===== config.mk =====
export PLATFORM = sky130hd
export DESIGN_NAME = bbf_exec
export DESIGN_NICKNAME = d
export VERILOG_FILES = /design/src/include/bbf_pkg.sv /design/src/core/bbf_brcond.sv /design/src/core/bbf_bitops.sv /design/src/core/bbf_exec.sv
export SDC_FILE = /design/constraint.sdc
export NUM_CORES = 2
export LEC_CHECK = 0
export ABC_AREA = 0
export BUFFER_PORTS_ARGS = -buffer_cell sky130_fd_sc_hd__buf_4
export CAP_MARGIN = 20
export CORE_MARGIN = 2
export CORE_UTILIZATION = 60
export CTS_CLUSTER_DIAMETER = 200
export DETAILED_ROUTE_END_ITERATION = 10
export PLACE_DENSITY_LB_ADDON = 0.3
export SLEW_MARGIN = 10
export SYNTH_ARGS = -nofsm -noshare
export SYNTH_HDL_FRONTEND = slang
export SYNTH_SLANG_ARGS = --single-unit

===== constraint.sdc =====
create_clock -name mclk -period 76.7 [get_ports mclk]
set_input_delay 23.01 -clock mclk [delete_from_list [all_inputs] [get_ports mclk]]
set_output_delay 23.01 -clock mclk [all_outputs]
set_load 0.02 [all_outputs]

===== src/include/bbf_pkg.sv =====
package bbf_pkg;

  // register byte offsets on the AXI4-Lite slave
  localparam int unsigned AXI_AW     = 8;
  localparam logic [7:0]  OFS_CMD    = 8'h00;
  localparam logic [7:0]  OFS_FLAGS  = 8'h04;
  localparam logic [7:0]  OFS_PC     = 8'h08;
  localparam logic [7:0]  OFS_STATUS = 8'h0C;
  localparam logic [7:0]  OFS_SEL    = 8'h10;
  localparam logic [7:0]  OFS_REG    = 8'h14;
  localparam logic [7:0]  OFS_IO     = 8'h18;

  // status_flags_reg bit positions
  localparam int unsigned FLG_C = 0;
  localparam int unsigned FLG_Z = 1;
  localparam int unsigned FLG_N = 2;
  localparam int unsigned FLG_V = 3;
  localparam int unsigned FLG_S = 4;
  localparam int unsigned FLG_H = 5;
  localparam int unsigned FLG_T = 6;
  localparam int unsigned FLG_I = 7;
  localparam logic [7:0]  FLAGS_RST = 8'h00;

  // command word fields
  localparam int unsigned CMD_OP_LSB  = 0;
  localparam int unsigned CMD_RD_LSB  = 6;
  localparam int unsigned CMD_BIT_LSB = 11;
  localparam int unsigned CMD_IO_LSB  = 14;
  localparam int unsigned CMD_K_LSB   = 19;
  localparam int unsigned K_W         = 7;

  // status register fields and cycle figures
  localparam int unsigned STA_BUSY  = 0;
  localparam int unsigned STA_TAKEN = 1;
  localparam int unsigned STA_CYC   = 2;
  localparam logic [1:0]  CYC_ONE   = 2'h1;
  localparam logic [1:0]  CYC_TWO   = 2'h2;

  localparam logic [1:0]  RESP_OKAY   = 2'h0;
  localparam logic [1:0]  RESP_SLVERR = 2'h2;

  typedef enum logic [5:0] {
    BRANCH_UNSIGNED_GE    = 6'b000000, BRANCH_UNSIGNED_LT   = 6'b000001,
    BRANCH_NEGATIVE       = 6'b000010, BRANCH_NONNEGATIVE   = 6'b000011,
    BRANCH_SIGNED_GE      = 6'b000100, BRANCH_SIGNED_LT     = 6'b000101,
    BRANCH_HALFCARRY_HIGH = 6'b000110, BRANCH_HALFCARRY_LOW = 6'b000111,
    BRANCH_TFLAG_HIGH     = 6'b001000, BRANCH_TFLAG_LOW     = 6'b001001,
    BRANCH_OVERFLOW_HIGH  = 6'b001010, BRANCH_OVERFLOW_LOW  = 6'b001011,
    BRANCH_IRQ_ON         = 6'b001100, BRANCH_IRQ_OFF       = 6'b001101,
    IO_BIT_RAISE          = 6'b010000, IO_BIT_DROP          = 6'b010001,
    LOGICAL_LEFT_SHIFT    = 6'b010010, LOGICAL_RIGHT_SHIFT  = 6'b010011,
    ROTATE_LEFT_CARRY     = 6'b010100, ROTATE_RIGHT_CARRY   = 6'b010101,
    ARITH_RIGHT_SHIFT     = 6'b010110, NIBBLE_SWAP          = 6'b010111,
    INDEXED_FLAG_RAISE    = 6'b011000, INDEXED_FLAG_DROP    = 6'b011001,
    BIT_TO_TFLAG          = 6'b011010, TFLAG_TO_BIT         = 6'b011011,
    CARRY_RAISE           = 6'b100000, CARRY_DROP           = 6'b100001,
    ZERO_FLAG_RAISE       = 6'b100010, ZERO_FLAG_DROP       = 6'b100011,
    NEGATIVE_RAISE        = 6'b100100, NEGATIVE_DROP        = 6'b100101,
    OVERFLOW_RAISE        = 6'b100110, OVERFLOW_DROP        = 6'b100111,
    SIGN_FLAG_RAISE       = 6'b101000, SIGN_FLAG_DROP       = 6'b101001,
    HALFCARRY_RAISE       = 6'b101010, HALFCARRY_DROP       = 6'b101011,
    TFLAG_RAISE           = 6'b101100, TFLAG_DROP           = 6'b101101,
    IRQ_GLOBAL_ON         = 6'b101110, IRQ_GLOBAL_OFF       = 6'b101111
  } bbf_op_t;

  typedef enum logic [1:0] {
    ST_IDLE   = 2'b00,
    ST_EXEC   = 2'b01,
    ST_SECOND = 2'b10
  } bbf_state_t;

endpackage


===== src/core/bbf_brcond.sv =====
`timescale 1ns/1ps
`default_nettype none
module bbf_brcond
  import bbf_pkg::*;
(
  input  wire logic [5:0] op,
  input  wire logic [7:0] flags,
  output logic            is_br,
  output logic            taken
);

  always_comb begin
    is_br = 1'b1;
    taken = 1'b0;
    unique case (op)
      BRANCH_UNSIGNED_GE:    taken = ~flags[FLG_C];
      BRANCH_UNSIGNED_LT:    taken = flags[FLG_C];
      BRANCH_NEGATIVE:       taken = flags[FLG_N];
      BRANCH_NONNEGATIVE:    taken = ~flags[FLG_N];
      BRANCH_SIGNED_GE:      taken = ~(flags[FLG_N] ^ flags[FLG_V]);
      BRANCH_SIGNED_LT:      taken = flags[FLG_N] ^ flags[FLG_V];
      BRANCH_HALFCARRY_HIGH: taken = flags[FLG_H];
      BRANCH_HALFCARRY_LOW:  taken = ~flags[FLG_H];
      BRANCH_TFLAG_HIGH:     taken = flags[FLG_T];
      BRANCH_TFLAG_LOW:      taken = ~flags[FLG_T];
      BRANCH_OVERFLOW_HIGH:  taken = flags[FLG_V];
      BRANCH_OVERFLOW_LOW:   taken = ~flags[FLG_V];
      BRANCH_IRQ_ON:         taken = flags[FLG_I];
      BRANCH_IRQ_OFF:        taken = ~flags[FLG_I];
      default:               is_br = 1'b0;
    endcase
  end

endmodule
`default_nettype wire


===== src/core/bbf_bitops.sv =====
`timescale 1ns/1ps
`default_nettype none
module bbf_bitops
  import bbf_pkg::*;
(
  input  wire logic [5:0] op,
  input  wire logic [7:0] opnd,
  input  wire logic [2:0] sel,
  input  wire logic [7:0] flags,
  output logic      [7:0] res,
  output logic      [7:0] flags_n,
  output logic            wr_reg
);

  logic [7:0] sh;
  logic       sh_c;
  logic       is_sh;

  always_comb begin
    res     = opnd;
    flags_n = flags;
    wr_reg  = 1'b0;
    sh      = opnd;
    sh_c    = flags[FLG_C];
    is_sh   = 1'b0;
    unique case (op)
      LOGICAL_LEFT_SHIFT: begin
        sh    = {opnd[6:0], 1'b0};
        sh_c  = opnd[7];
        is_sh = 1'b1;
      end
      LOGICAL_RIGHT_SHIFT: begin
        sh    = {1'b0, opnd[7:1]};
        sh_c  = opnd[0];
        is_sh = 1'b1;
      end
      ROTATE_LEFT_CARRY: begin
        sh    = {opnd[6:0], flags[FLG_C]};
        sh_c  = opnd[7];
        is_sh = 1'b1;
      end
      ROTATE_RIGHT_CARRY: begin
        sh    = {flags[FLG_C], opnd[7:1]};
        sh_c  = opnd[0];
        is_sh = 1'b1;
      end
      ARITH_RIGHT_SHIFT: begin
        sh    = {opnd[7], opnd[7:1]};
        sh_c  = opnd[0];
        is_sh = 1'b1;
      end
      NIBBLE_SWAP: begin
        res    = {opnd[3:0], opnd[7:4]};
        wr_reg = 1'b1;
      end
      INDEXED_FLAG_RAISE: flags_n[sel] = 1'b1;
      INDEXED_FLAG_DROP:  flags_n[sel] = 1'b0;
      BIT_TO_TFLAG:       flags_n[FLG_T] = opnd[sel];
      TFLAG_TO_BIT: begin
        res[sel] = flags[FLG_T];
        wr_reg   = 1'b1;
      end
      // op[3:1] is the flag position, op[0] set means drop
      CARRY_RAISE, CARRY_DROP, ZERO_FLAG_RAISE, ZERO_FLAG_DROP,
      NEGATIVE_RAISE, NEGATIVE_DROP, OVERFLOW_RAISE, OVERFLOW_DROP,
      SIGN_FLAG_RAISE, SIGN_FLAG_DROP, HALFCARRY_RAISE, HALFCARRY_DROP,
      TFLAG_RAISE, TFLAG_DROP, IRQ_GLOBAL_ON, IRQ_GLOBAL_OFF:
        flags_n[op[3:1]] = ~op[0];
      default: wr_reg = 1'b0;
    endcase
    if (is_sh) begin
      res            = sh;
      wr_reg         = 1'b1;
      flags_n[FLG_C] = sh_c;
      flags_n[FLG_N] = sh[7];
      flags_n[FLG_V] = sh[7] ^ sh_c;
      flags_n[FLG_Z] = (sh == 8'h00);
    end
  end

endmodule
`default_nettype wire


===== src/core/bbf_exec.sv =====
// What this block does
// - carry clear/set branches go to pc+k+1; one cycle untaken, two taken
// - signed branches test N xor V: ge on 0, lt on 1
// - half-carry branches jump on H set or clear, flags untouched
// - T-flag branches jump on T set or clear; one or two cycles
// - overflow branches jump on V set or clear, flags untouched
// - interrupt branches jump on I set or clear
// - io bit raise sets one io register bit, others kept, two cycles
// - io bit drop clears one io register bit, others kept, two cycles
// - rotate left through carry, old bit 7 to carry, updates Z C N V
// - rotate right through carry, old bit 0 to carry, updates Z C N V
// - arithmetic right shift keeps bit 7, updates Z C N V, one cycle
// - bit to T copies chosen register bit into T only, one cycle
// - T to bit writes T into chosen register bit, flags kept
// - interrupt on and off set or clear I only, one cycle
// - overflow raise and drop force V only, one cycle
// - half-carry raise and drop force H only, one cycle
// - sign raise and drop force S only, one cycle
//
// The AXI4-Lite interface to the registers and the register addresses were chosen for this implementation.
`timescale 1ns/1ps
`default_nettype none
module bbf_exec
  import bbf_pkg::*;
#(
  parameter int unsigned PC_W = 11
) (
  input  wire logic              mclk,
  input  wire logic              sys_rst,
  input  wire logic              ce,
  input  wire logic [AXI_AW-1:0] s_axi_awaddr,
  input  wire logic              s_axi_awvalid,
  output logic                   s_axi_awready,
  input  wire logic [31:0]       s_axi_wdata,
  input  wire logic [3:0]        s_axi_wstrb,
  input  wire logic              s_axi_wvalid,
  output logic                   s_axi_wready,
  output logic [1:0]             s_axi_bresp,
  output logic                   s_axi_bvalid,
  input  wire logic              s_axi_bready,
  input  wire logic [AXI_AW-1:0] s_axi_araddr,
  input  wire logic              s_axi_arvalid,
  output logic                   s_axi_arready,
  output logic [31:0]            s_axi_rdata,
  output logic [1:0]             s_axi_rresp,
  output logic                   s_axi_rvalid,
  input  wire logic              s_axi_rready,
  output logic                   exec_busy,
  output logic [7:0]             status_flags
);

  if (PC_W < 8 || PC_W > 16) begin : g_bad_pc
    $error("PC_W must lie between 8 and 16");
  end

  logic              awready_q, wready_q, bvalid_q, arready_q, rvalid_q;
  logic              aw_have_q, w_have_q;
  logic [AXI_AW-1:0] awaddr_q;
  logic [31:0]       wdata_q;
  logic [3:0]        wstrb_q;
  logic [1:0]        bresp_q, rresp_q;
  logic [31:0]       rdata_q;
  bbf_state_t        state_q;
  logic              busy_q;
  logic [5:0]        op_q;
  logic [4:0]        rd_q, io_q, sel_q;
  logic [2:0]        bit_q;
  logic [K_W-1:0]    k_q;
  logic [7:0]        flags_q;
  logic [PC_W-1:0]   pc_q;
  logic              taken_q;
  logic [1:0]        cyc_q;
  logic [7:0]        rf [32];
  logic [7:0]        io_mem [32];

  // write path decode
  wire logic        wr_fire   = aw_have_q & w_have_q & ~bvalid_q;
  wire logic        idle      = (state_q == ST_IDLE);
  wire logic        a_cmd     = (awaddr_q == OFS_CMD);
  wire logic        a_flags   = (awaddr_q == OFS_FLAGS);
  wire logic        a_pc      = (awaddr_q == OFS_PC);
  wire logic        a_sel     = (awaddr_q == OFS_SEL);
  wire logic        a_reg     = (awaddr_q == OFS_REG);
  wire logic        a_io      = (awaddr_q == OFS_IO);
  wire logic        lane_ok   = a_cmd ? (&wstrb_q) :
                                a_pc  ? (&wstrb_q[1:0]) : wstrb_q[0];
  wire logic        busy_ok   = a_sel | (idle & (a_cmd | a_flags | a_pc |
                                                 a_reg | a_io));
  wire logic        sw_ok     = wr_fire & lane_ok & busy_ok;
  wire logic        start     = sw_ok & a_cmd;

  // read path decode
  wire logic [7:0]  ra        = s_axi_araddr;
  wire logic        r_map     = (ra == OFS_CMD) | (ra == OFS_FLAGS) |
                                (ra == OFS_PC) | (ra == OFS_STATUS) |
                                (ra == OFS_SEL) | (ra == OFS_REG) |
                                (ra == OFS_IO);
  wire logic [31:0] cmd_rd    = {6'h00, k_q, io_q, bit_q, rd_q, op_q};
  wire logic [31:0] sta_rd    = {28'h0000000, cyc_q, taken_q, busy_q};
  wire logic [31:0] r_mux     =
    (ra == OFS_CMD)    ? cmd_rd :
    (ra == OFS_FLAGS)  ? {24'h000000, flags_q} :
    (ra == OFS_PC)     ? {{(32-PC_W){1'b0}}, pc_q} :
    (ra == OFS_STATUS) ? sta_rd :
    (ra == OFS_SEL)    ? {27'h0000000, sel_q} :
    (ra == OFS_REG)    ? {24'h000000, rf[sel_q]} :
    (ra == OFS_IO)     ? {24'h000000, io_mem[sel_q]} : 32'h00000000;

  // execution datapath
  wire logic [7:0]  rd_val    = rf[rd_q];
  wire logic [7:0]  io_val    = io_mem[io_q];
  wire logic [7:0]  bit_mask  = 8'h01 << bit_q;
  wire logic        io_op     = (op_q == IO_BIT_RAISE) |
                                (op_q == IO_BIT_DROP);
  wire logic [7:0]  io_new    = (op_q == IO_BIT_RAISE) ?
                                (io_val | bit_mask) : (io_val & ~bit_mask);
  wire logic [PC_W-1:0] k_ext = {{(PC_W-K_W){k_q[K_W-1]}}, k_q};
  wire logic [PC_W-1:0] br_tgt = pc_q + k_ext + PC_W'(1);
  wire logic [PC_W-1:0] pc_inc = pc_q + PC_W'(1);
  logic             is_br, taken, wr_reg;
  logic [7:0]       alu_res, alu_flags;
  wire logic        two_cyc   = (is_br & taken) | io_op;
  wire logic        fin_one   = (state_q == ST_EXEC) & ~two_cyc;
  wire logic        fin_two   = (state_q == ST_SECOND);

  bbf_brcond u_brcond (
    .op    (op_q),
    .flags (flags_q),
    .is_br (is_br),
    .taken (taken)
  );

  bbf_bitops u_bitops (
    .op      (op_q),
    .opnd    (rd_val),
    .sel     (bit_q),
    .flags   (flags_q),
    .res     (alu_res),
    .flags_n (alu_flags),
    .wr_reg  (wr_reg)
  );

  assign s_axi_awready = awready_q;
  assign s_axi_wready  = wready_q;
  assign s_axi_bvalid  = bvalid_q;
  assign s_axi_bresp   = bresp_q;
  assign s_axi_arready = arready_q;
  assign s_axi_rvalid  = rvalid_q;
  assign s_axi_rresp   = rresp_q;
  assign s_axi_rdata   = rdata_q;
  assign exec_busy     = busy_q;
  assign status_flags  = flags_q;

  // write address and data are taken in either order
  always_ff @(posedge mclk or posedge sys_rst) begin
    if (sys_rst) begin
      awready_q <= 1'b1;
      wready_q  <= 1'b1;
      aw_have_q <= 1'b0;
      w_have_q  <= 1'b0;
      awaddr_q  <= 8'h00;
      wdata_q   <= 32'h00000000;
      wstrb_q   <= 4'h0;
    end else if (ce) begin
      if (s_axi_awvalid && awready_q) begin
        awaddr_q  <= s_axi_awaddr;
        aw_have_q <= 1'b1;
        awready_q <= 1'b0;
      end
      if (s_axi_wvalid && wready_q) begin
        wdata_q  <= s_axi_wdata;
        wstrb_q  <= s_axi_wstrb;
        w_have_q <= 1'b1;
        wready_q <= 1'b0;
      end
      if (wr_fire) begin
        aw_have_q <= 1'b0;
        w_have_q  <= 1'b0;
      end
      if (bvalid_q && s_axi_bready) begin
        awready_q <= 1'b1;
        wready_q  <= 1'b1;
      end
    end
  end

  // a refused or unmapped write answers slave error
  always_ff @(posedge mclk or posedge sys_rst) begin
    if (sys_rst) begin
      bvalid_q <= 1'b0;
      bresp_q  <= RESP_OKAY;
    end else if (ce) begin
      if (wr_fire) begin
        bvalid_q <= 1'b1;
        bresp_q  <= sw_ok ? RESP_OKAY : RESP_SLVERR;
      end else if (s_axi_bready) begin
        bvalid_q <= 1'b0;
      end
    end
  end

  always_ff @(posedge mclk or posedge sys_rst) begin
    if (sys_rst) begin
      arready_q <= 1'b1;
      rvalid_q  <= 1'b0;
      rdata_q   <= 32'h00000000;
      rresp_q   <= RESP_OKAY;
    end else if (ce) begin
      if (s_axi_arvalid && arready_q) begin
        arready_q <= 1'b0;
        rvalid_q  <= 1'b1;
        rdata_q   <= r_mux;
        rresp_q   <= r_map ? RESP_OKAY : RESP_SLVERR;
      end else if (rvalid_q && s_axi_rready) begin
        arready_q <= 1'b1;
        rvalid_q  <= 1'b0;
      end
    end
  end

  // command sequencer; taken branches and io ops spend a second cycle
  always_ff @(posedge mclk or posedge sys_rst) begin
    if (sys_rst) begin
      state_q <= ST_IDLE;
      busy_q  <= 1'b0;
      taken_q <= 1'b0;
      cyc_q   <= 2'h0;
    end else if (ce) begin
      unique case (state_q)
        ST_IDLE: if (start) begin
          state_q <= ST_EXEC;
          busy_q  <= 1'b1;
        end
        ST_EXEC: begin
          taken_q <= is_br & taken;
          state_q <= two_cyc ? ST_SECOND : ST_IDLE;
          busy_q  <= two_cyc;
          cyc_q   <= two_cyc ? CYC_TWO : CYC_ONE;
        end
        ST_SECOND: begin
          state_q <= ST_IDLE;
          busy_q  <= 1'b0;
        end
        default: begin
          state_q <= ST_IDLE;
          busy_q  <= 1'b0;
        end
      endcase
    end
  end

  always_ff @(posedge mclk or posedge sys_rst) begin
    if (sys_rst) begin
      op_q  <= 6'h00;
      rd_q  <= 5'h00;
      bit_q <= 3'h0;
      io_q  <= 5'h00;
      k_q   <= '0;
      sel_q <= 5'h00;
    end else if (ce) begin
      if (start) begin
        op_q  <= wdata_q[CMD_OP_LSB +: 6];
        rd_q  <= wdata_q[CMD_RD_LSB +: 5];
        bit_q <= wdata_q[CMD_BIT_LSB +: 3];
        io_q  <= wdata_q[CMD_IO_LSB +: 5];
        k_q   <= wdata_q[CMD_K_LSB +: K_W];
      end
      if (sw_ok && a_sel) begin
        sel_q <= wdata_q[4:0];
      end
    end
  end

  // branches leave flags alone: alu_flags equals flags_q for them
  always_ff @(posedge mclk or posedge sys_rst) begin
    if (sys_rst) begin
      flags_q <= FLAGS_RST;
      pc_q    <= '0;
    end else if (ce) begin
      if (sw_ok && a_flags) begin
        flags_q <= wdata_q[7:0];
      end else if (fin_one) begin
        flags_q <= alu_flags;
      end
      if (sw_ok && a_pc) begin
        pc_q <= wdata_q[PC_W-1:0];
      end else if (fin_one || (fin_two && !is_br)) begin
        pc_q <= pc_inc;
      end else if (fin_two) begin
        pc_q <= br_tgt;
      end
    end
  end

  always_ff @(posedge mclk or posedge sys_rst) begin
    if (sys_rst) begin
      for (int i = 0; i < 32; i++) begin
        rf[i]     <= 8'h00;
        io_mem[i] <= 8'h00;
      end
    end else if (ce) begin
      if (sw_ok && a_reg) begin
        rf[sel_q] <= wdata_q[7:0];
      end else if (fin_one && wr_reg) begin
        rf[rd_q] <= alu_res;
      end
      if (sw_ok && a_io) begin
        io_mem[sel_q] <= wdata_q[7:0];
      end else if (fin_two && io_op) begin
        io_mem[io_q] <= io_new;
      end
    end
  end

  wire logic ex = (state_q == ST_EXEC);
endmodule
`default_nettype wire


* Word level (Yosys, flattened, before mapping)
Cells that the tools add are included.
** Cells by class
- Add/sub/neg operators :: 3
- Multiply operators :: 0
- Div/mod/pow operators :: 0
- Magnitude comparators :: 10
- Equal/unequal tests :: 55
- Shift-type cells :: 1
- Muxes and demuxes :: 84
- Bitwise gates (word level) :: 42
- Reduce and logical (&&, ||, !) cells :: 66
** Operator list (number)
- bitwise mux 256 bit :: 4
- two-way mux 256 bit :: 4
- binary-select mux 8 bit (select 5 bit) :: 4
- two-way mux 8 bit :: 19
- demux 8 bit (select 5 bit) :: 3
- equality test 6 bit (second input constant) :: 16
- equality test 6 x 5 -> 1 bit (second input constant) :: 12
- two-way mux 11 bit :: 5
- equality test 8 x 5 -> 1 bit (second input constant) :: 6
- case mux 8 bit (5 select lines) :: 1
- equality test 6 x 4 -> 1 bit (second input constant) :: 6
- AND reduction 2 bit :: 18
- two-way mux 26 bit :: 1
- equality test 6 x 3 -> 1 bit (second input constant) :: 4
- equality test 8 x 4 -> 1 bit (second input constant) :: 3
- zero test 8 bit :: 3
- two-way mux 1 bit :: 24
- adder 11 x 1 -> 11 bit (second input constant) :: 2
- >= comparator 6 bit (second input constant) :: 3
- logical AND 1 bit :: 18
- less-than comparator 6 x 1 -> 1 bit (second input constant) :: 3
- NOT 5 -> 6 bit :: 3
- case mux 6 bit (3 select lines) :: 1
- nonzero test 2 bit :: 9
- other kinds (42) :: 89
** Storage, ports and cells
- Bits in registers :: 649
- Latch bits :: 0
- RAM bits :: 0
- Memory bits (read-only) :: 0
- Input bits :: 60
- Output and inout port bits :: 50
- Memories kept :: 0

* Longest topological paths before layout
- Word-level depth :: 11
- Mapped depth :: 13

* Modules after synthesis
A second synthesis with hierarchy kept.
** Unflattened totals
- Cell total of the unflattened synthesis :: 4386
- Area, all modules :: 41165.7 um^2
** By module, submodules not included
- bbf_exec :: instances 1, cells an instance 4218, area each 39969.6 um^2
- bbf_bitops :: instances 1, cells an instance 144, area each 1033.5 um^2
- bbf_brcond :: instances 1, cells an instance 24, area each 162.7 um^2

* Worst setup path before layout
No wires, ideal clock.
- Path kind :: input-to-reg
- From :: in s_axi_araddr[5]
- To :: reg rdata_q[15] (netlist: s_axi_rdata[15])
- Arrival time :: 24.565 ns
- Required time :: 76.633 ns
- Path slack :: 52.068 ns
- Stages on the path :: 8
- Path through :: nor3_1 -> nand2_1 -> or2_2 -> clkbuf_1 -> nor3_1 -> clkbuf_1 -> nand3_1 -> nand2_1
** Between the ends
- Cells in the longest elaborated chain, start to end :: 2
** Ends and longest elaborated chain
- start, declared :: line bbf_exec.sv:41 : input wire logic [AXI_AW-1:0] s_axi_araddr,
- zero test 8 bit :: line bbf_exec.sv:101 : (ra == OFS_CMD) ? cmd_rd :
- two-way mux 26 bit :: line bbf_exec.sv:101
- end signal, assigned :: line bbf_exec.sv:212 : rdata_q <= r_mux;
- end, declared :: line bbf_exec.sv:62 : logic [31:0] rdata_q;
Every way passes these cells.
A chain may end at the register's enable or synchronous reset.

* Worst setup path after layout
- From :: in s_axi_araddr[5]
- To :: reg rdata_q[5] (netlist: s_axi_rdata[5])
** Between the ends
- Cells in the longest elaborated chain, start to end :: 8
- Elaborated cells on any way between the ends :: 14
- Classes of those cells :: 6 x eq/ne; 7 x mux; 1 x reduce/logical
** Ends and longest elaborated chain
- equality test 8 x 5 -> 1 bit :: line bbf_exec.sv:107 : (ra == OFS_IO) ? {24'h000000, io_mem[sel_q]} : 32'h00000000;
- two-way mux 8 bit :: line bbf_exec.sv:107
- two-way mux 8 bit :: line bbf_exec.sv:106 : (ra == OFS_REG) ? {24'h000000, rf[sel_q]} :
- two-way mux 8 bit :: line bbf_exec.sv:105 : (ra == OFS_SEL) ? {27'h0000000, sel_q} :
- two-way mux 8 bit :: line bbf_exec.sv:104 : (ra == OFS_STATUS) ? sta_rd :
- two-way mux 11 bit :: line bbf_exec.sv:103 : (ra == OFS_PC) ? {{(32-PC_W){1'b0}}, pc_q} :
- two-way mux 11 bit :: line bbf_exec.sv:102 : (ra == OFS_FLAGS) ? {24'h000000, flags_q} :
- two-way mux 26 bit (*) :: line bbf_exec.sv:101
Mark *: on every way between the ends. The rest lies on a longest branch, timed or not.

==> reports/metrics.cfg <==
[placed_design]
dp_slack_ns=50.48
gp_congestion=1.09
dpl.hpwl_um=100000
place_inst=4921
portBuffers=95

[final_layout]
synthToLayoutAreaGrowth_pct=8.14
drive_above_1_share_pct=17.6
layout_common_cells=dfrtp_1 (633), nor2_1 (627), a21oi_1 (583), a22oi_1 (488), nand2_1 (228)
fillers=5214
stdcell_count=5065
top_regs=io_mem (256), rf (256)
final_common_cell=dfrtp_1
layout.nets=4206

[synthesis]
synth_top_family_by_area=compound AO/OA/AOI/OAI gates
yosys.area_share.simple_pct=13.7
synth_adder_area_share_pct=0.390
yosys_warnings=0
async_reset_ff_share_pct=100
synth_area_per_cell_um2=9.48
synth_seq_cells=641
synth_area_um2=40500
synth_edf_count=0
synthXorXnorAreaFrac_pct=0.411
muxShareOfSynthArea_pct=16.9
synthFlopType=dfrtp_1
syn_inst=4268
ys_seq_area_share_pct=39.7
ys_types=89
synth-compound-area-share_pct=23.5

[clock_network]
post_cts.repair.setup_buffers=0
clock_sinks=641
clock_latency_ns=0.64
clock_path_buffers=3
cts-hold-fix-buffers=0
htree_levels=3
path_clk_slew_ns=0.06
clockRootBuffer=clkbuf_16
cts_buffers=71
cts_resized=0
tritoncts=yes

[die]
die_h_um=264
coreArea_um2=66900
die_width_um=264
initial_core_util_pct=60.4
placementRows=95
io_pins=110
die_area_um2=69500

[route]
vias_per_cell=7.57
ant_nets=0
wl_per_cell_um=30.3
routed-via-count=38300
dr.pass1.iters=10
drc=0
drt_wl_total_um=154000
drtIter0Drc=7797

[sta]
slew_viol_final=0
final.setup_skew_ns=0.0230
rsz0062_at_grt=false
tightest_slew_ns=1.32
finalSetupViolations=0
period_needed_ns=25.85
setup_ws_ns=50.85
finalHoldViolations=0
finalSetupTns_ns=0
fin_crit_sh_pct=33.7
max_slew_margin_pct=11.8
fmax_mhz=38.7

[run]
drv_cap=0

[setup_path]
cp.required_ns=77.26
worstPathMaxFanout=4
crit_path_end_kind=flop
crit_type=in -> reg
start_kind=input pin
critPathArrivalTime_ns=26.41

[min_path]
hold_path.class=reg -> reg

[power_and_ir_drop]
leakage_uw=0.0167
power.total_uw=821
p_per_area_nw_per_um2=18.8
irDropWorstVdd_mv=0.0183

[grt]
grt_overflow_total=0
antenna_found_initial=11
grt_max_degree=156
grt_pass1_vias=35400
grt_util_all_layers_pct=43.6
grt_pass1_wl_um=229000

[run_status]
outcome=complete, no violations

## Yosys cell counts, types with 17 or more instances
master	instances	area, um2
a211oi_1	17	128
a21oi_1	584	2920
a21oi_2	29	254
a221oi_1	21	184
a22o_1	17	149
a22oi_1	488	3660
a31oi_1	17	106
and2_1	22	138
and3_1	48	300
buf_2	125	626
buf_4	51	383
clkbuf_1	234	878
dfrtp_1	638	16000
inv_1	27	101
mux2_2	78	878
mux2i_1	147	1470
mux4_2	200	4500
nand2_1	229	860
nand2b_1	19	119
nand3_1	85	425
nor2_1	628	2360
nor2b_1	23	144
nor3_1	45	225
nor4_1	17	106
o21ai_0	100	500
o21ai_1	47	235
o22ai_1	79	494
## power breakdown
group          total, uW  internal [uW]  switching, uW
clock network        361            210            151
logic               86.9           31.7           55.2
registers            374            352           22.0
total                821            593            228
## through the flow
step | hold WS (ns) | utilization [%] | cell area (um2)
floorplan | 0.444 | - | 40500
global placement | 0.456 | 61.6 | 41200
detailed placement | 0.458 | 61.6 | 41200
CTS | 0.471 | 65.2 | 43600
global route | 0.495 | 65.4 | 43700
finish | 0.466 | 65.4 | 43700
## final cells by class
type / instances / area, um2 / share of cell area (%)
clock inverters: 21 / 228 / 0.521
diodes: 3 / 7.51 / 0.0172
flip-flops and latches: 641 / 16100 / 36.7
multi-input cells: 3166 / 22300 / 51.1
clock buffers: 107 / 2180 / 4.97
inverters: 28 / 113 / 0.257
repair buffers: 226 / 1720 / 3.93
well taps: 873 / 1090 / 2.50
## cell families (layout without fill, tap and decap cells)
family                     count (synthesis)  after routing
DFF                                      641            641
other                                      1             11
xor gates and xnor gates                  19             19
adders and majority gates                 12             12
and+or+nand+nor                         1215           1215
buffers and inverters                    468            382
AOI/OAI and AO/OA                       1487           1487
muxes                                    425            425
## critical path: stages
cell       delay, ns
buf_4           0.11
nor3_1          0.24
nand3_1         0.24
nor3_1          0.95
o221ai_1        0.27
nor4_1          0.91
a2111oi_0       0.17
a211oi_1        0.38
a21o_1          0.12
## final timing paths
path                                       from         endpoint  slack [ns]  depth (start not counted)
worst max-delay path            s_axi_araddr[5]   s_axi_rdata[5]       50.85                          9
worst min-delay path            s_axi_rdata[22]  s_axi_rdata[22]        0.47                          2
worst max register to register          rd_q[1]           rf[23]       70.25                         11
worst min register to register  s_axi_rdata[22]  s_axi_rdata[22]        0.47                          2
max in group asynchronous               sys_rst          rf[135]       51.19                          5
min in group asynchronous               sys_rst  s_axi_rdata[13]       22.52                          2
## routing by layer
layer  vias up  GRT usage, %  share of wire, %
met4        10          23.4               7.0
met2      3573          61.4                41
met5         -             0             0.081
li1      15700             -                 -
met1     18400          57.0                34
met3       721          18.5                17
Power figures use the tool's default switching activity.
